**config.mk**
```make
export PLATFORM = sky130hd
export DESIGN_NAME = shs_homing
export DESIGN_NICKNAME = d
export VERILOG_FILES = /design/src/pkg/shs_pkg.sv /design/src/logic/shs_homing.sv
export SDC_FILE = /design/constraint.sdc
export NUM_CORES = 1
export LEC_CHECK = 0
export ABC_AREA = 1
export BUFFER_PORTS_ARGS = -buffer_cell sky130_fd_sc_hd__buf_2
export CORE_MARGIN = 3
export CORE_UTILIZATION = 35
export CTS_CLUSTER_SIZE = 16
export DETAILED_ROUTE_END_ITERATION = 8
export PLACE_DENSITY = 0.5
export SYNTH_ARGS = -nofsm -noshare
export SYNTH_HDL_FRONTEND = slang
export SYNTH_SLANG_ARGS = --single-unit
```
**constraint.sdc**
```tcl
create_clock -name core_clk_i -period 3.2 [get_ports core_clk_i]
set_input_delay 0.16 -clock core_clk_i [delete_from_list [all_inputs] [get_ports core_clk_i]]
set_output_delay 0.16 -clock core_clk_i [all_outputs]
set_load 0.02 [all_outputs]
```
**src/pkg/shs_pkg.sv**
```systemverilog
// Purpose: Shared constants and types of the servo homing sequencer.
// Assumes: One 10 MHz core clock, AXI4-Lite register access.
// Notes:   Method codes are the signed method numbers held in 8 bits.
`default_nettype none
package shs_pkg;
   // ************************************************************
   // Register map and fields
   // ************************************************************
   localparam int          AXI_AW        = 8;
   localparam logic [7:0]  OFF_CTRL      = 8'h00;
   localparam logic [7:0]  OFF_CFG       = 8'h04;
   localparam logic [7:0]  OFF_TRQ       = 8'h08;
   localparam logic [7:0]  OFF_BLK       = 8'h0C;
   localparam logic [7:0]  OFF_HOME      = 8'h10;
   localparam logic [7:0]  OFF_STAT      = 8'h14;
   localparam int          CTRL_START    = 0;
   localparam int          CTRL_ABORT    = 1;
   localparam int          CTRL_METH_LSB = 8;
   localparam int          CFG_REF_FN    = 8;
   localparam int          IN_PLIM       = 0;
   localparam int          IN_NLIM       = 1;
   localparam int          IN_REF        = 2;
   localparam int          IN_IDX        = 3;
   localparam logic [31:0] CTRL_RST      = 32'h0000_0000;
   localparam logic [31:0] CFG_RST       = 32'h0000_0000;
   localparam logic [31:0] TRQ_RST       = 32'h0000_0100;
   localparam logic [31:0] BLK_RST       = 32'h0000_0064;
   localparam logic [31:0] HOME_RST      = 32'h0000_0000;
   localparam logic [1:0]  RESP_OK       = 2'h0;
   localparam logic [1:0]  RESP_SLVERR   = 2'h2;
   // ************************************************************
   // Timing
   // ************************************************************
   localparam int CLK_NS       = 100;
   localparam int TICK_NS      = 1_000_000;
   localparam int TICK_CYC_DEF = TICK_NS / CLK_NS;
   // ************************************************************
   // Method codes
   // ************************************************************
   localparam logic [7:0] M_10 = 8'h0A, M_11 = 8'h0B, M_14 = 8'h0E;
   localparam logic [7:0] M_17 = 8'h11, M_20 = 8'h14, M_21 = 8'h15;
   localparam logic [7:0] M_22 = 8'h16, M_23 = 8'h17, M_30 = 8'h1E;
   localparam logic [7:0] M_33 = 8'h21, M_34 = 8'h22, M_35 = 8'h23;
   localparam logic [7:0] M_N1 = 8'hFF, M_N2 = 8'hFE;
   localparam logic [7:0] M_N3 = 8'hFD, M_N4 = 8'hFC;
   localparam logic [2:0] STEP_LIM = 3'h3;
   // ************************************************************
   // Types
   // ************************************************************
   typedef enum logic [2:0] {
      EV_NONE, EV_REF_RISE, EV_REF_FALL, EV_IDX, EV_NLIM_RISE, EV_NLIM_FALL, EV_TORQUE
   } shs_ev_t;
   typedef enum logic [3:0] {
      ST_IDLE = 4'h1, ST_MOVE = 4'h2, ST_DONE = 4'h4, ST_FAULT = 4'h8
   } shs_state_t;
   typedef struct packed {
      logic dir; logic fast; logic move; shs_ev_t ev; logic last;
   } shs_step_t;
   typedef struct packed {logic run; logic dir; logic fast;} shs_motion_t;
   typedef struct packed {
      logic awvalid; logic [AXI_AW-1:0] awaddr; logic wvalid; logic [31:0] wdata;
      logic [3:0] wstrb; logic bready; logic arvalid; logic [AXI_AW-1:0] araddr;
      logic rready;
   } shs_axi_req_t;
   typedef struct packed {
      logic awready; logic wready; logic bvalid; logic [1:0] bresp;
      logic arready; logic rvalid; logic [31:0] rdata; logic [1:0] rresp;
   } shs_axi_rsp_t;
endpackage
`default_nettype wire

```
**src/logic/shs_homing.sv**
```systemverilog
// Purpose: Homing sequencer for one servo axis, AXI4-Lite controlled.
// Assumes: Switch pins asynchronous, torque magnitude on the core clock.
// Notes:   Motion is a run/direction/speed command; zero run means stop.
// Function
// - Method 10, reference low: fast plus, slow at ref rise, past fall, stop at index.
// - Method 10, reference high: slow plus, stop at index after ref fall.
// - Method 10 positive limit: fast minus to ref rise, stop, slow plus to index.
// - Methods 11 to 14 mirror method 10 with negative limit and direction.
// - Methods 17-20, 23-30: fast minus to limit, slow back, home at limit fall.
// - Method 21, reference high: slow plus, stop at ref fall.
// - Method 21, reference low: fast minus to ref rise, slow plus to ref fall.
// - Method 22, reference high: fast plus to ref fall, slow back to ref rise.
// - Method 22, reference low: slow minus, stop at ref rise.
// - Method 34 slow plus to index; method 33 slow minus to index.
// - Method 35: no motion, present position becomes home.
// - Method -4: plus until torque blocked, reverse, home at first index.
// - Method -3: minus until torque blocked, reverse, home at first index.
// - Method -2: plus until torque blocked, then home at present position.
// - Method -1: minus until torque blocked, then home at present position.
// - Start direction follows sampled input level after polarity inversion.
//
// Our own choices: the address map and register access over AXI4-Lite.
`timescale 1ns/1ps
`default_nettype none
module shs_homing
   import shs_pkg::*;
#(
   parameter int TICK_CYC = TICK_CYC_DEF,
   parameter int TRQ_W    = 16
) (
   input  wire logic         core_clk_i,
   input  wire logic         reset_n_i,
   input  wire shs_axi_req_t axi_req_i,
   output var  shs_axi_rsp_t axi_rsp_o,
   input  wire logic [3:0]   sw_pins_i,
   input  wire logic [TRQ_W-1:0] torque_i,
   output var  shs_motion_t  motion_o,
   output logic              home_load_o,
   output logic [31:0]       home_pos_o,
   output logic              done_o,
   output logic              fault_o
);
   import shs_pkg::*;

   if (TICK_CYC < 1 || TRQ_W < 1 || TRQ_W > 32) begin : g_bad_param
      $error("shs_homing: TICK_CYC or TRQ_W out of range");
   end

   // ************************************************************
   // Register bus
   // ************************************************************
   shs_axi_rsp_t rsp_q;
   logic [31:0]  ctrl_q, cfg_q, trq_q, blk_q, home_q;
   logic         start_q, abort_q;
   // The read mux needs sequencer state, so it is declared here and driven further down.
   logic         rd_map;
   logic [31:0]  rd_data;

   function automatic logic [31:0] wmerge(input logic [31:0] o, input logic [31:0] n,
                                          input logic [3:0] s);
      logic [31:0] r;
      r = o;
      for (int b = 0; b < 4; b++) begin
         if (s[b]) r[b*8 +: 8] = n[b*8 +: 8];
      end
      return r;
   endfunction

   wire logic       wr_go   = axi_req_i.awvalid && axi_req_i.wvalid && !rsp_q.awready
                              && !rsp_q.bvalid;
   wire logic       rd_go   = axi_req_i.arvalid && !rsp_q.arready && !rsp_q.rvalid;
   wire logic       wr_now  = rsp_q.awready;
   wire logic [7:0] wa      = axi_req_i.awaddr;
   wire logic [7:0] ra      = axi_req_i.araddr;
   wire logic       w_ctrl  = wr_now && wa == OFF_CTRL;
   wire logic       w_cfg   = wr_now && wa == OFF_CFG;
   wire logic       w_trq   = wr_now && wa == OFF_TRQ;
   wire logic       w_blk   = wr_now && wa == OFF_BLK;
   wire logic       w_home  = wr_now && wa == OFF_HOME;
   wire logic       w_map   = w_ctrl || w_cfg || w_trq || w_blk || w_home || wa == OFF_STAT;
   wire logic [31:0] w_ctl_v = wmerge(ctrl_q, axi_req_i.wdata, axi_req_i.wstrb);

   always_ff @(posedge core_clk_i or negedge reset_n_i) begin
      if (!reset_n_i) begin
         rsp_q <= '0;
      end else begin
         rsp_q.awready <= wr_go;
         rsp_q.wready  <= wr_go;
         rsp_q.arready <= rd_go;
         if (wr_now) begin
            rsp_q.bvalid <= 1'b1;
            rsp_q.bresp  <= w_map ? RESP_OK : RESP_SLVERR;
         end else if (axi_req_i.bready) begin
            rsp_q.bvalid <= 1'b0;
         end
         if (rsp_q.arready) begin
            rsp_q.rvalid <= 1'b1;
            rsp_q.rdata  <= rd_data;
            rsp_q.rresp  <= rd_map ? RESP_OK : RESP_SLVERR;
         end else if (axi_req_i.rready) begin
            rsp_q.rvalid <= 1'b0;
         end
      end
   end
   assign axi_rsp_o = rsp_q;

   // Start and abort are write-one pulses; bits 31:2, method field included, are stored and bits 1:0 read as zero.
   always_ff @(posedge core_clk_i or negedge reset_n_i) begin
      if (!reset_n_i) begin
         ctrl_q  <= CTRL_RST;
         cfg_q   <= CFG_RST;
         trq_q   <= TRQ_RST;
         blk_q   <= BLK_RST;
         home_q  <= HOME_RST;
         start_q <= 1'b0;
         abort_q <= 1'b0;
      end else begin
         start_q <= w_ctrl && w_ctl_v[CTRL_START];
         abort_q <= w_ctrl && w_ctl_v[CTRL_ABORT];
         if (w_ctrl) ctrl_q <= {w_ctl_v[31:2], 2'b00};
         if (w_cfg)  cfg_q  <= wmerge(cfg_q, axi_req_i.wdata, axi_req_i.wstrb);
         if (w_trq)  trq_q  <= wmerge(trq_q, axi_req_i.wdata, axi_req_i.wstrb);
         if (w_blk)  blk_q  <= wmerge(blk_q, axi_req_i.wdata, axi_req_i.wstrb);
         if (w_home) home_q <= wmerge(home_q, axi_req_i.wdata, axi_req_i.wstrb);
      end
   end

   // ************************************************************
   // Switch inputs
   // ************************************************************
   logic [3:0] s1_q, s2_q, s3_q, lvl_q, prv_q;
   wire logic [3:0] agree = ~(s2_q ^ s3_q);
   wire logic [3:0] lvl_d = (agree & (s3_q ^ cfg_q[3:0])) | (~agree & lvl_q);
   wire logic [3:0] rise  = lvl_q & ~prv_q;
   wire logic [3:0] fall  = ~lvl_q & prv_q;

   always_ff @(posedge core_clk_i or negedge reset_n_i) begin
      if (!reset_n_i) begin
         {s1_q, s2_q, s3_q, lvl_q, prv_q} <= '0;
      end else begin
         s1_q  <= sw_pins_i;
         s2_q  <= s1_q;
         s3_q  <= s2_q;
         lvl_q <= lvl_d;
         prv_q <= lvl_q;
      end
   end

   // ************************************************************
   // Method decode and step plan
   // ************************************************************
   shs_state_t st_q;
   logic [2:0] step_q;
   logic       init_q;
   shs_step_t  cur;
   wire logic [7:0] meth  = ctrl_q[CTRL_METH_LSB +: 8];
   wire logic m_10x = meth >= M_10 && meth <= M_14;
   wire logic m_nl  = (meth >= M_17 && meth <= M_20) || (meth >= M_23 && meth <= M_30);
   wire logic m_21  = meth == M_21;
   wire logic m_22  = meth == M_22;
   wire logic m_34x = meth == M_33 || meth == M_34;
   wire logic m_tr2 = meth == M_N4 || meth == M_N3;
   wire logic m_tr1 = meth == M_N2 || meth == M_N1;
   wire logic mirror = (meth >= M_11 && meth <= M_14) || meth == M_N3 || meth == M_N1
                       || meth == M_33;
   wire logic ref_m  = m_10x || m_21 || m_22;
   wire logic known  = ref_m || m_nl || m_34x || m_tr2 || m_tr1 || meth == M_35;
   wire logic [2:0] step0 = ((m_21 && lvl_q[IN_REF]) || (m_22 && !lvl_q[IN_REF])) ?
                            3'h1 : 3'h0;

   always_comb begin
      cur = '{1'b0, 1'b0, 1'b0, EV_NONE, 1'b1};
      if (m_10x && init_q) begin
         cur = (step_q == 3'h0) ? '{1'b1, 1'b0, 1'b1, EV_REF_FALL, 1'b0}
                                : '{1'b1, 1'b0, 1'b1, EV_IDX, 1'b1};
      end else if (m_10x) begin
         case (step_q)
            3'h0: cur = '{1'b1, 1'b1, 1'b1, EV_REF_RISE, 1'b0};
            3'h1: cur = '{1'b1, 1'b0, 1'b1, EV_REF_FALL, 1'b0};
            3'h3: cur = '{1'b0, 1'b1, 1'b1, EV_REF_RISE, 1'b0};
            3'h4: cur = '{1'b0, 1'b0, 1'b0, EV_NONE, 1'b0};
            default: cur = '{1'b1, 1'b0, 1'b1, EV_IDX, 1'b1};
         endcase
      end else if (m_nl) begin
         cur = (step_q == 3'h0) ? '{1'b0, 1'b1, 1'b1, EV_NLIM_RISE, 1'b0}
                                : '{1'b1, 1'b0, 1'b1, EV_NLIM_FALL, 1'b1};
      end else if (m_21) begin
         cur = (step_q == 3'h0) ? '{1'b0, 1'b1, 1'b1, EV_REF_RISE, 1'b0}
                                : '{1'b1, 1'b0, 1'b1, EV_REF_FALL, 1'b1};
      end else if (m_22) begin
         cur = (step_q == 3'h0) ? '{1'b1, 1'b1, 1'b1, EV_REF_FALL, 1'b0}
                                : '{1'b0, 1'b0, 1'b1, EV_REF_RISE, 1'b1};
      end else if (m_34x) begin
         cur = '{1'b1, 1'b0, 1'b1, EV_IDX, 1'b1};
      end else if (m_tr2) begin
         cur = (step_q == 3'h0) ? '{1'b1, 1'b0, 1'b1, EV_TORQUE, 1'b0}
                                : '{1'b0, 1'b0, 1'b1, EV_IDX, 1'b1};
      end else if (m_tr1) begin
         cur = '{1'b1, 1'b0, 1'b1, EV_TORQUE, 1'b1};
      end
      if (mirror) cur.dir = ~cur.dir;
   end

   // ************************************************************
   // End-stop torque detection
   // ************************************************************
   localparam int TW = $clog2(TICK_CYC + 1);
   logic [TW-1:0] tick_cnt_q;
   logic [15:0]   blk_cnt_q;
   wire logic tick  = tick_cnt_q == TW'(TICK_CYC - 1);
   wire logic above = torque_i >= trq_q[TRQ_W-1:0];
   wire logic tr_on = st_q == ST_MOVE && cur.ev == EV_TORQUE && above;
   wire logic trq_det = tr_on && blk_cnt_q >= blk_q[15:0];

   always_ff @(posedge core_clk_i or negedge reset_n_i) begin
      if (!reset_n_i) begin
         tick_cnt_q <= '0;
         blk_cnt_q  <= '0;
      end else begin
         tick_cnt_q <= tick ? '0 : tick_cnt_q + 1'b1;
         if (!tr_on) blk_cnt_q <= '0;
         else if (tick && blk_cnt_q != 16'hFFFF) blk_cnt_q <= blk_cnt_q + 1'b1;
      end
   end

   // ************************************************************
   // Sequencer
   // ************************************************************
   logic ev_hit;
   always_comb begin
      case (cur.ev)
         EV_REF_RISE:  ev_hit = rise[IN_REF];
         EV_REF_FALL:  ev_hit = fall[IN_REF];
         EV_IDX:       ev_hit = rise[IN_IDX];
         EV_NLIM_RISE: ev_hit = rise[IN_NLIM];
         EV_NLIM_FALL: ev_hit = fall[IN_NLIM];
         EV_TORQUE:    ev_hit = trq_det;
         default:      ev_hit = 1'b1;
      endcase
   end
   // limit hit during the fast search
   wire logic lim_br  = st_q == ST_MOVE && m_10x && !init_q && step_q == 3'h0
                        && (mirror ? rise[IN_NLIM] : rise[IN_PLIM]);
   wire logic finish  = st_q == ST_MOVE && !lim_br && ev_hit && cur.last && !abort_q;
   wire logic cfg_bad = !known || (ref_m && !cfg_q[CFG_REF_FN]);

   always_ff @(posedge core_clk_i or negedge reset_n_i) begin
      if (!reset_n_i) begin
         st_q   <= ST_IDLE;
         step_q <= '0;
         init_q <= 1'b0;
      end else if (abort_q) begin
         st_q <= ST_IDLE;
      end else begin
         case (st_q)
            ST_MOVE: begin
               if (lim_br) step_q <= STEP_LIM;
               else if (finish) st_q <= ST_DONE;
               else if (ev_hit) step_q <= step_q + 1'b1;
            end
            default: begin
               if (start_q) begin
                  st_q   <= cfg_bad ? ST_FAULT : ST_MOVE;
                  step_q <= step0;
                  init_q <= lvl_q[IN_REF];
               end
            end
         endcase
      end
   end

   always_ff @(posedge core_clk_i or negedge reset_n_i) begin
      if (!reset_n_i) begin
         motion_o    <= '0;
         home_load_o <= 1'b0;
         home_pos_o  <= '0;
         done_o      <= 1'b0;
         fault_o     <= 1'b0;
      end else begin
         motion_o    <= (st_q == ST_MOVE && cur.move) ? '{1'b1, cur.dir, cur.fast} : '0;
         home_load_o <= finish;
         if (finish) home_pos_o <= home_q;
         done_o      <= finish || (done_o && !start_q);
         fault_o     <= (st_q == ST_FAULT) && !start_q;
      end
   end

   assign rd_map  = ra == OFF_CTRL || ra == OFF_CFG || ra == OFF_TRQ
                    || ra == OFF_BLK || ra == OFF_HOME || ra == OFF_STAT;
   wire logic [31:0] stat_v  = {16'h0000, init_q, fault_o, done_o, 2'b00, step_q,
                                4'h0, st_q};
   assign rd_data = ra == OFF_CTRL ? ctrl_q : ra == OFF_CFG ? cfg_q :
                    ra == OFF_TRQ ? trq_q : ra == OFF_BLK ? blk_q :
                    ra == OFF_HOME ? home_q : ra == OFF_STAT ? stat_v : '0;

   wire logic go10 = st_q != ST_MOVE && start_q && !cfg_bad && meth == M_10;
endmodule  // shs_homing
`default_nettype wire

```
==> flow_summary.ini, run 1 <==
[drt]
via_per_inst = 4.94
vias = 11700
wirelength_um = 44100
dr.pass1.iters = 5
drc = 0
ant_nets = 0
wl_per_cell_um = 18.5
drtIter0Drc = 980

[synthesis]
syn_area_um2 = 13700
synth-edff-count = 0
syn_area_per_cell_um2 = 8.47
yosysSeqAreaShare_pct = 53.7
synth-seq-cells = 294
yosys_warnings = 0
netlist.area_leader.share_pct = 52.7
synth.area.top_cells = dfrtp_1 53%, nand2_1 10%, o21ai_0 8.5%
yosysMostFrequentCell = nand2_1
synthDistinctLibCells = 47
syn_inst = 1620
postSynth.asyncResetShare_pct = 100
synth_ff_type = dfrtp_1
synthTopCellsByCount = 375 x nand2_1, 289 x dfrtp_1, 233 x o21ai_0, 218 x inv_1, 106 x nor2_1
synth_area_leader_cell = dfrtp_1

[place]
placed_cells = 2270
place_ws_ns = 0.448
place_area_um2 = 15200
hpwl_um = 32400
gp_congestion = 0.871
portBuffers = 155

[critical_path]
cp_slowest_cell = nor3_1
cp_common_cell = nand3_1
r2r_slack_ns = 0.43
required_ns = 3.62
arrival_ns = 3.19
path_class = flip-flop to flip-flop
startpoint_type = flip-flop
critPathBufInv = 4
critPathMaxFanout = 12
critPathTopFamily = simple AND/OR/NAND/NOR gates
cp_slowest_stage_delay_ns = 0.56
startpoint = trq_q[11]$_DFFE_PN0P_
cp-end-kind = flip-flop
r2r-start = trq_q[11]$_DFFE_PN0P_
cp_cell_sequence = inv_1 > ha_1 > nand2_1 > inv_1 > nand3_1 > nor3_1 > nand3_1 > nand3_1 > inv_1 > nor2_2 > buf_4 > nand2_1 > nand3_1 > o21ai_0 > o211a_1

[clock_network]
insertion_delay_ns = 0.55
cts_sinks = 294
path_clk_slew_ns = 0.06
htree_num_levels = 2
cts_made_buffers = 36
root_buffer = clkbuf_16
clock_path_buffers = 3
cts_tree = done

[sta]
final_max_slew_viol_count = 0
finalCritPeriodShare_pct = 86.6
min_period_ns = 2.77
tightest_slew_ns = 0.780
achievable-frequency_mhz = 361
setup_slack_ns = 0.430
final.setup.tns_ns = 0
hold_violations = 0
slew-limit-headroom_pct = 48.0
grt_setup_unrepaired = no
setup-violations-final = 0
holdWs_ns = 0.0281
finClkSkew_ns = 0.0255

[global_routing]
grt_max_degree = 94
antenna_found_initial = 0
grt_pass1_wl_um = 69000
grt.overflow.total = 0
grt_pass1_vias = 11700
grt_util_all_layers_pct = 21.6

[finish]
fillerInstances = 3823
diodes = 0
finish.utilization_pct = 44.3
instances_no_fill = 2377
design_area_um2 = 16900
area_growth_pct = 23.1
drive_above_1_share_pct = 14.7
nets = 1955

[floorplanning]
pin_count = 158
die-area_um2 = 41600
die_y_um = 204
die_w_um = 204
rows = 71
core_um2 = 38100
start_util_pct = 36.0

[job]
maxCapViolCount = 0

[pwr]
seqPwrFrac_pct = 44.9
power_frac_comb_pct = 5.7
p_sw_share_pct = 23.8
p_total_mw = 8.54
p_per_area_nw_per_um2 = 506
p_int_mw = 6.51
p_sw_mw = 2.03
p_leak_nw = 8.03
ir_drop_v = 0.000348
clock_power_share_pct = 49.4

[hold_path]
hp-start = axi_req_i[49]
hold_class = input port to flip-flop

[run_status]
status = finished, final reports clean
==> cells in the final DEF (no fill, tap or decap), types with 17 or more instances in the layout <==
cell           synthesis  layout
nand3_1               46      46
nand2_1              375     375
nor2_1               106     106
clkbuf_16              0      38
ha_1                  38      38
dlygate4sd3_1          0      41
nor3_1                22      22
o21ai_1               30      30
a221oi_1              17      17
dfrtp_1              289     289
buf_4                  7      29
inv_1                218     217
o21ai_0              233     233
buf_2                  2     154
a21oi_1               93      93
==> per-layer routing <==
layer | routed length (um) | share of wire [%] | global-route usage [%] | up-vias
li1 | - | - | - | 5750
met1 | 20200 | 46 | 29.7 | 5638
met2 | 20100 | 46 | 34.4 | 281
met3 | 2170 | 4.9 | 4.08 | 79
met4 | 1530 | 3.5 | 7.50 | 0
met5 | 0 | 0 | 0 | -
==> flip-flops by register name, summed over array words and instances, names as in the netlist, 14 cells and up, named ones only <==
register	cells
tick_cnt_q	14
blk_cnt_q	16
trq_q	32
blk_q	32
ctrl_q	30
cfg_q	32
axi_rsp_o	38
home_pos_o	32
home_q	32
==> kinds of logic (layout without fill, tap and decap cells) <==
| kind of cell | after synthesis | in the layout | synth area share, % |
|---|---|---|---|
| AOI/OAI and AO/OA | 415 | 415 | 16.3 |
| buffers and inverters | 273 | 518 | 7.90 |
| and+or+nand+nor | 587 | 587 | 17.8 |
| adders and majority gates | 38 | 38 | 3.47 |
| xor gates and xnor gates | 12 | 12 | 0.766 |
| other | 1 | 2 | 0.0273 |
| DFF | 294 | 294 | 53.7 |
==> tightest hold or removal path, delay by kind of cell <==
family	cells	cell delay, ns
compound gates	2	0.24
buf+inv	1	0.08
simple gates	1	0.06
==> area by class of cell <==
cell class | instances | area, um2 | share of cell area [%]
sequential | 294 | 7360 | 43.6
multi-input combinational | 1054 | 5290 | 31.3
timing repair buffer | 230 | 1510 | 8.97
clock buffer | 57 | 1150 | 6.83
inverter | 222 | 833 | 4.94
tap | 511 | 639 | 3.79
clock inverter | 9 | 87.6 | 0.519
==> what timing repair did <==
item,CTS,global route
hold buffers,41,0
buffers inserted,0,0
hold endpoints to repair,222,0
resized for setup,0,0
setup endpoints to repair,0,0
==> power by group through the flow <==
stage | registers, mW | logic (mW) | clock network [mW]
6_report | 3.84 | 0.484 | 4.22
5_1_grt | 3.84 | 0.548 | 4.50
4_1_cts | 3.84 | 0.495 | 4.33
3_5_place_dp | 3.90 | 0.455 | 0
3_3_place_gp | 3.90 | 0.453 | 0
2_1_floorplan | 3.91 | 0.178 | 0
==> final timing paths <==
check                                       endpoint  cells after the start
max                         blk_cnt_q[8]$_DFFE_PN0P_                     15
min reg2reg                        s2_q[0]$_DFF_PN0_                      0
min                        axi_rsp_o[37]$_DFFE_PN0P_                      4
max in group asynchronous      motion_o[2]$_DFF_PN0_                      3
min in group asynchronous      cfg_q[14]$_DFFE_PN0P_                      2
max reg2reg                 blk_cnt_q[8]$_DFFE_PN0P_                     15
Power figures use the tool's default switching activity.
==> inputs of run 2 (changes only) <==
- RECOVER_POWER: not set -> 100
==> flow_summary.ini, run 2 (synthesis gave the netlist of run 1 again) <==
[finish]
area_growth_pct = 21.5
fillerInstances = 3886
final_common_cell = nand2_1
largest_reg_flops = 38
nets = 1955
multi_input_area_um2 = 5260
finish.utilization_pct = 43.7
layout_common_cells = 377 x nand2_1, 289 x dfrtp_1, 260 x o21ai_0
layout.area.seq_um2 = 7360
design_area_um2 = 16700
drive_above_1_share_pct = 9.32

[clock_network]
path_clk_slew_ns = 0.06
clock_path_buffers = 3
post_cts_resized = 0
cts_sinks = 294
cts_tree = done
cts_made_buffers = 36
root_buffer = clkbuf_16
htree_num_levels = 2
cts_post_setup_buffers_inserted = 0
insertion_delay_ns = 0.55

[run_status]
violations = capacitance limit, slew limit
status = finished, violations left

[critical_path]
r2r-end = home_pos_o[20]$_DFFE_PN0P_
critPathBufInv = 4
arrival_ns = 3.25
cp_cell_sequence = inv_1 > ha_1 > nand2_1 > inv_1 > nand3_1 > nor3_1 > nand3_1 > nand3_1 > inv_1 > nor2_1 > nand2_1 > nand3_2 > nand3_1 > buf_12 > nand2_1 > o21ai_0
cp-end-kind = flip-flop
path_class = flip-flop to flip-flop
cp_slowest_cell = nor3_1
r2r_cells = 16
cp_slowest_stage_delay_ns = 0.56
r2r_slack_ns = 0.35
critPathTopFamily = simple AND/OR/NAND/NOR gates
cp_common_cell = nand3_1
startpoint_type = flip-flop
r2r-start = trq_q[11]$_DFFE_PN0P_
required_ns = 3.60
critPathMaxFanout = 65

[pwr]
p_per_area_nw_per_um2 = 511
p_leak_nw = 7.65
seqPwrFrac_pct = 45.0
clock_power_share_pct = 49.5
ir_drop_v = 0.000351
p_int_mw = 6.50
power_frac_comb_pct = 5.5
p_sw_mw = 2.02
p_sw_share_pct = 23.8

[drt]
dr.pass1.iters = 5
drc = 0
wl_per_cell_um = 18.5
vias = 11800
via_per_inst = 4.94
drtIter0Drc = 960
wirelength_um = 44000
ant_nets = 0

[global_routing]
grt.overflow.total = 0
antenna_found_initial = 0
grt_pass1_vias = 11700
grt_util_all_layers_pct = 21.6
grt_pass1_wl_um = 69000
grt_max_degree = 94

[floorplanning]
die_w_um = 204
start_util_pct = 36.0
core_um2 = 38100
die_y_um = 204
pin_count = 158
die-area_um2 = 41600
rows = 71

[place]
place_area_um2 = 15200
gp_congestion = 0.871
hpwl_um = 32400
portBuffers = 155

[sta]
slew-limit-headroom_pct = -69.0
final_max_slew_viol_count = 91
min_period_ns = 2.85
tightest_slew_ns = 2.54
achievable-frequency_mhz = 351
final.setup.tns_ns = 0
setup-violations-final = 0
finClkSkew_ns = 0.0261
finalCritPeriodShare_pct = 89.0
hold_violations = 0
grt_setup_unrepaired = no

[job]
maxCapViolCount = 1

[hold_path]
hp-start = axi_req_i[49]
min_path_cells = 4
hold_class = input port to flip-flop
hold-path-endpoint = axi_rsp_o[37]$_DFFE_PN0P_
==> run 2: worst max-delay path by stage <==
| stage | from | endpoint | slack (ns) | depth (start not counted) |
|---|---|---|---|---|
| floorplan | step_q[0]$_DFFE_PN0P_ | home_pos_o[10]$_DFFE_PN0P_ | 0.94 | 17 |
| global placement | trq_q[8]$_DFFE_PN1P_ | home_pos_o[1]$_DFFE_PN0P_ | 0.42 | 15 |
| detailed placement | trq_q[11]$_DFFE_PN0P_ | home_pos_o[1]$_DFFE_PN0P_ | 0.45 | 17 |
| CTS | trq_q[11]$_DFFE_PN0P_ | home_pos_o[23]$_DFFE_PN0P_ | 0.43 | 16 |
| global route | trq_q[11]$_DFFE_PN0P_ | home_pos_o[23]$_DFFE_PN0P_ | 0.10 | 15 |
| finish | trq_q[11]$_DFFE_PN0P_ | home_pos_o[20]$_DFFE_PN0P_ | 0.35 | 16 |
==> run 2: metrics by stage <==
step	worst slack (ns)	total power [mW]	std cells	hold slack, ns
after detailed placement	0.448	4.36	2270	0.256
after CTS	0.431	8.66	2377	0.00499
after floorplan	0.944	4.09	1621	-0.136
after global placement	0.424	4.35	2270	0.256
final	0.353	8.52	2378	0.0300
after global routing	0.102	8.87	2377	0.0392
==> run 2: area by class of cell <==
| type | count | area share [%] |
|---|---|---|
| Inverter | 222 | 5.00 |
| Multi-Input combinational cell | 1054 | 31.6 |
| Antenna cell | 1 | 0.0150 |
| Clock buffer | 57 | 6.92 |
| Clock inverter | 9 | 0.526 |
| Sequential cell | 294 | 44.2 |
| Tap cell | 511 | 3.84 |
| Timing Repair Buffer | 230 | 7.94 |
==> run 2: metal layers <==
metal | global-route usage, % | share of wire, %
met1 | 29.7 | 46
met2 | 34.4 | 46
met3 | 4.08 | 5.2
met4 | 7.50 | 3.6
met5 | 0 | 0
==> run 2: power by group through the flow <==
stage | clock network (mW) | logic, mW | registers, mW
finish | 4.21 | 0.467 | 3.84
global route | 4.50 | 0.532 | 3.84
CTS | 4.33 | 0.495 | 3.84
detailed placement | 0 | 0.455 | 3.90
global placement | 0 | 0.453 | 3.90
floorplan | 0 | 0.178 | 3.91
==> run 2: timing repair <==
action                     CTS  global route
hold buffers                41             0
setup endpoints to repair    0             0
hold endpoints to repair   222             0
==> run 2: worst reg2reg max path, cell delays in order, from the launching register on <==
cell	delay, ns
dfrtp_1	0.40
inv_1	0.06
ha_1	0.29
nand2_1	0.05
inv_1	0.06
nand3_1	0.07
nor3_1	0.56
nand3_1	0.16
nand3_1	0.13
inv_1	0.07
nor2_1	0.14
nand2_1	0.08
nand3_2	0.09
nand3_1	0.11
buf_12	0.21
nand2_1	0.14
o21ai_0	0.09
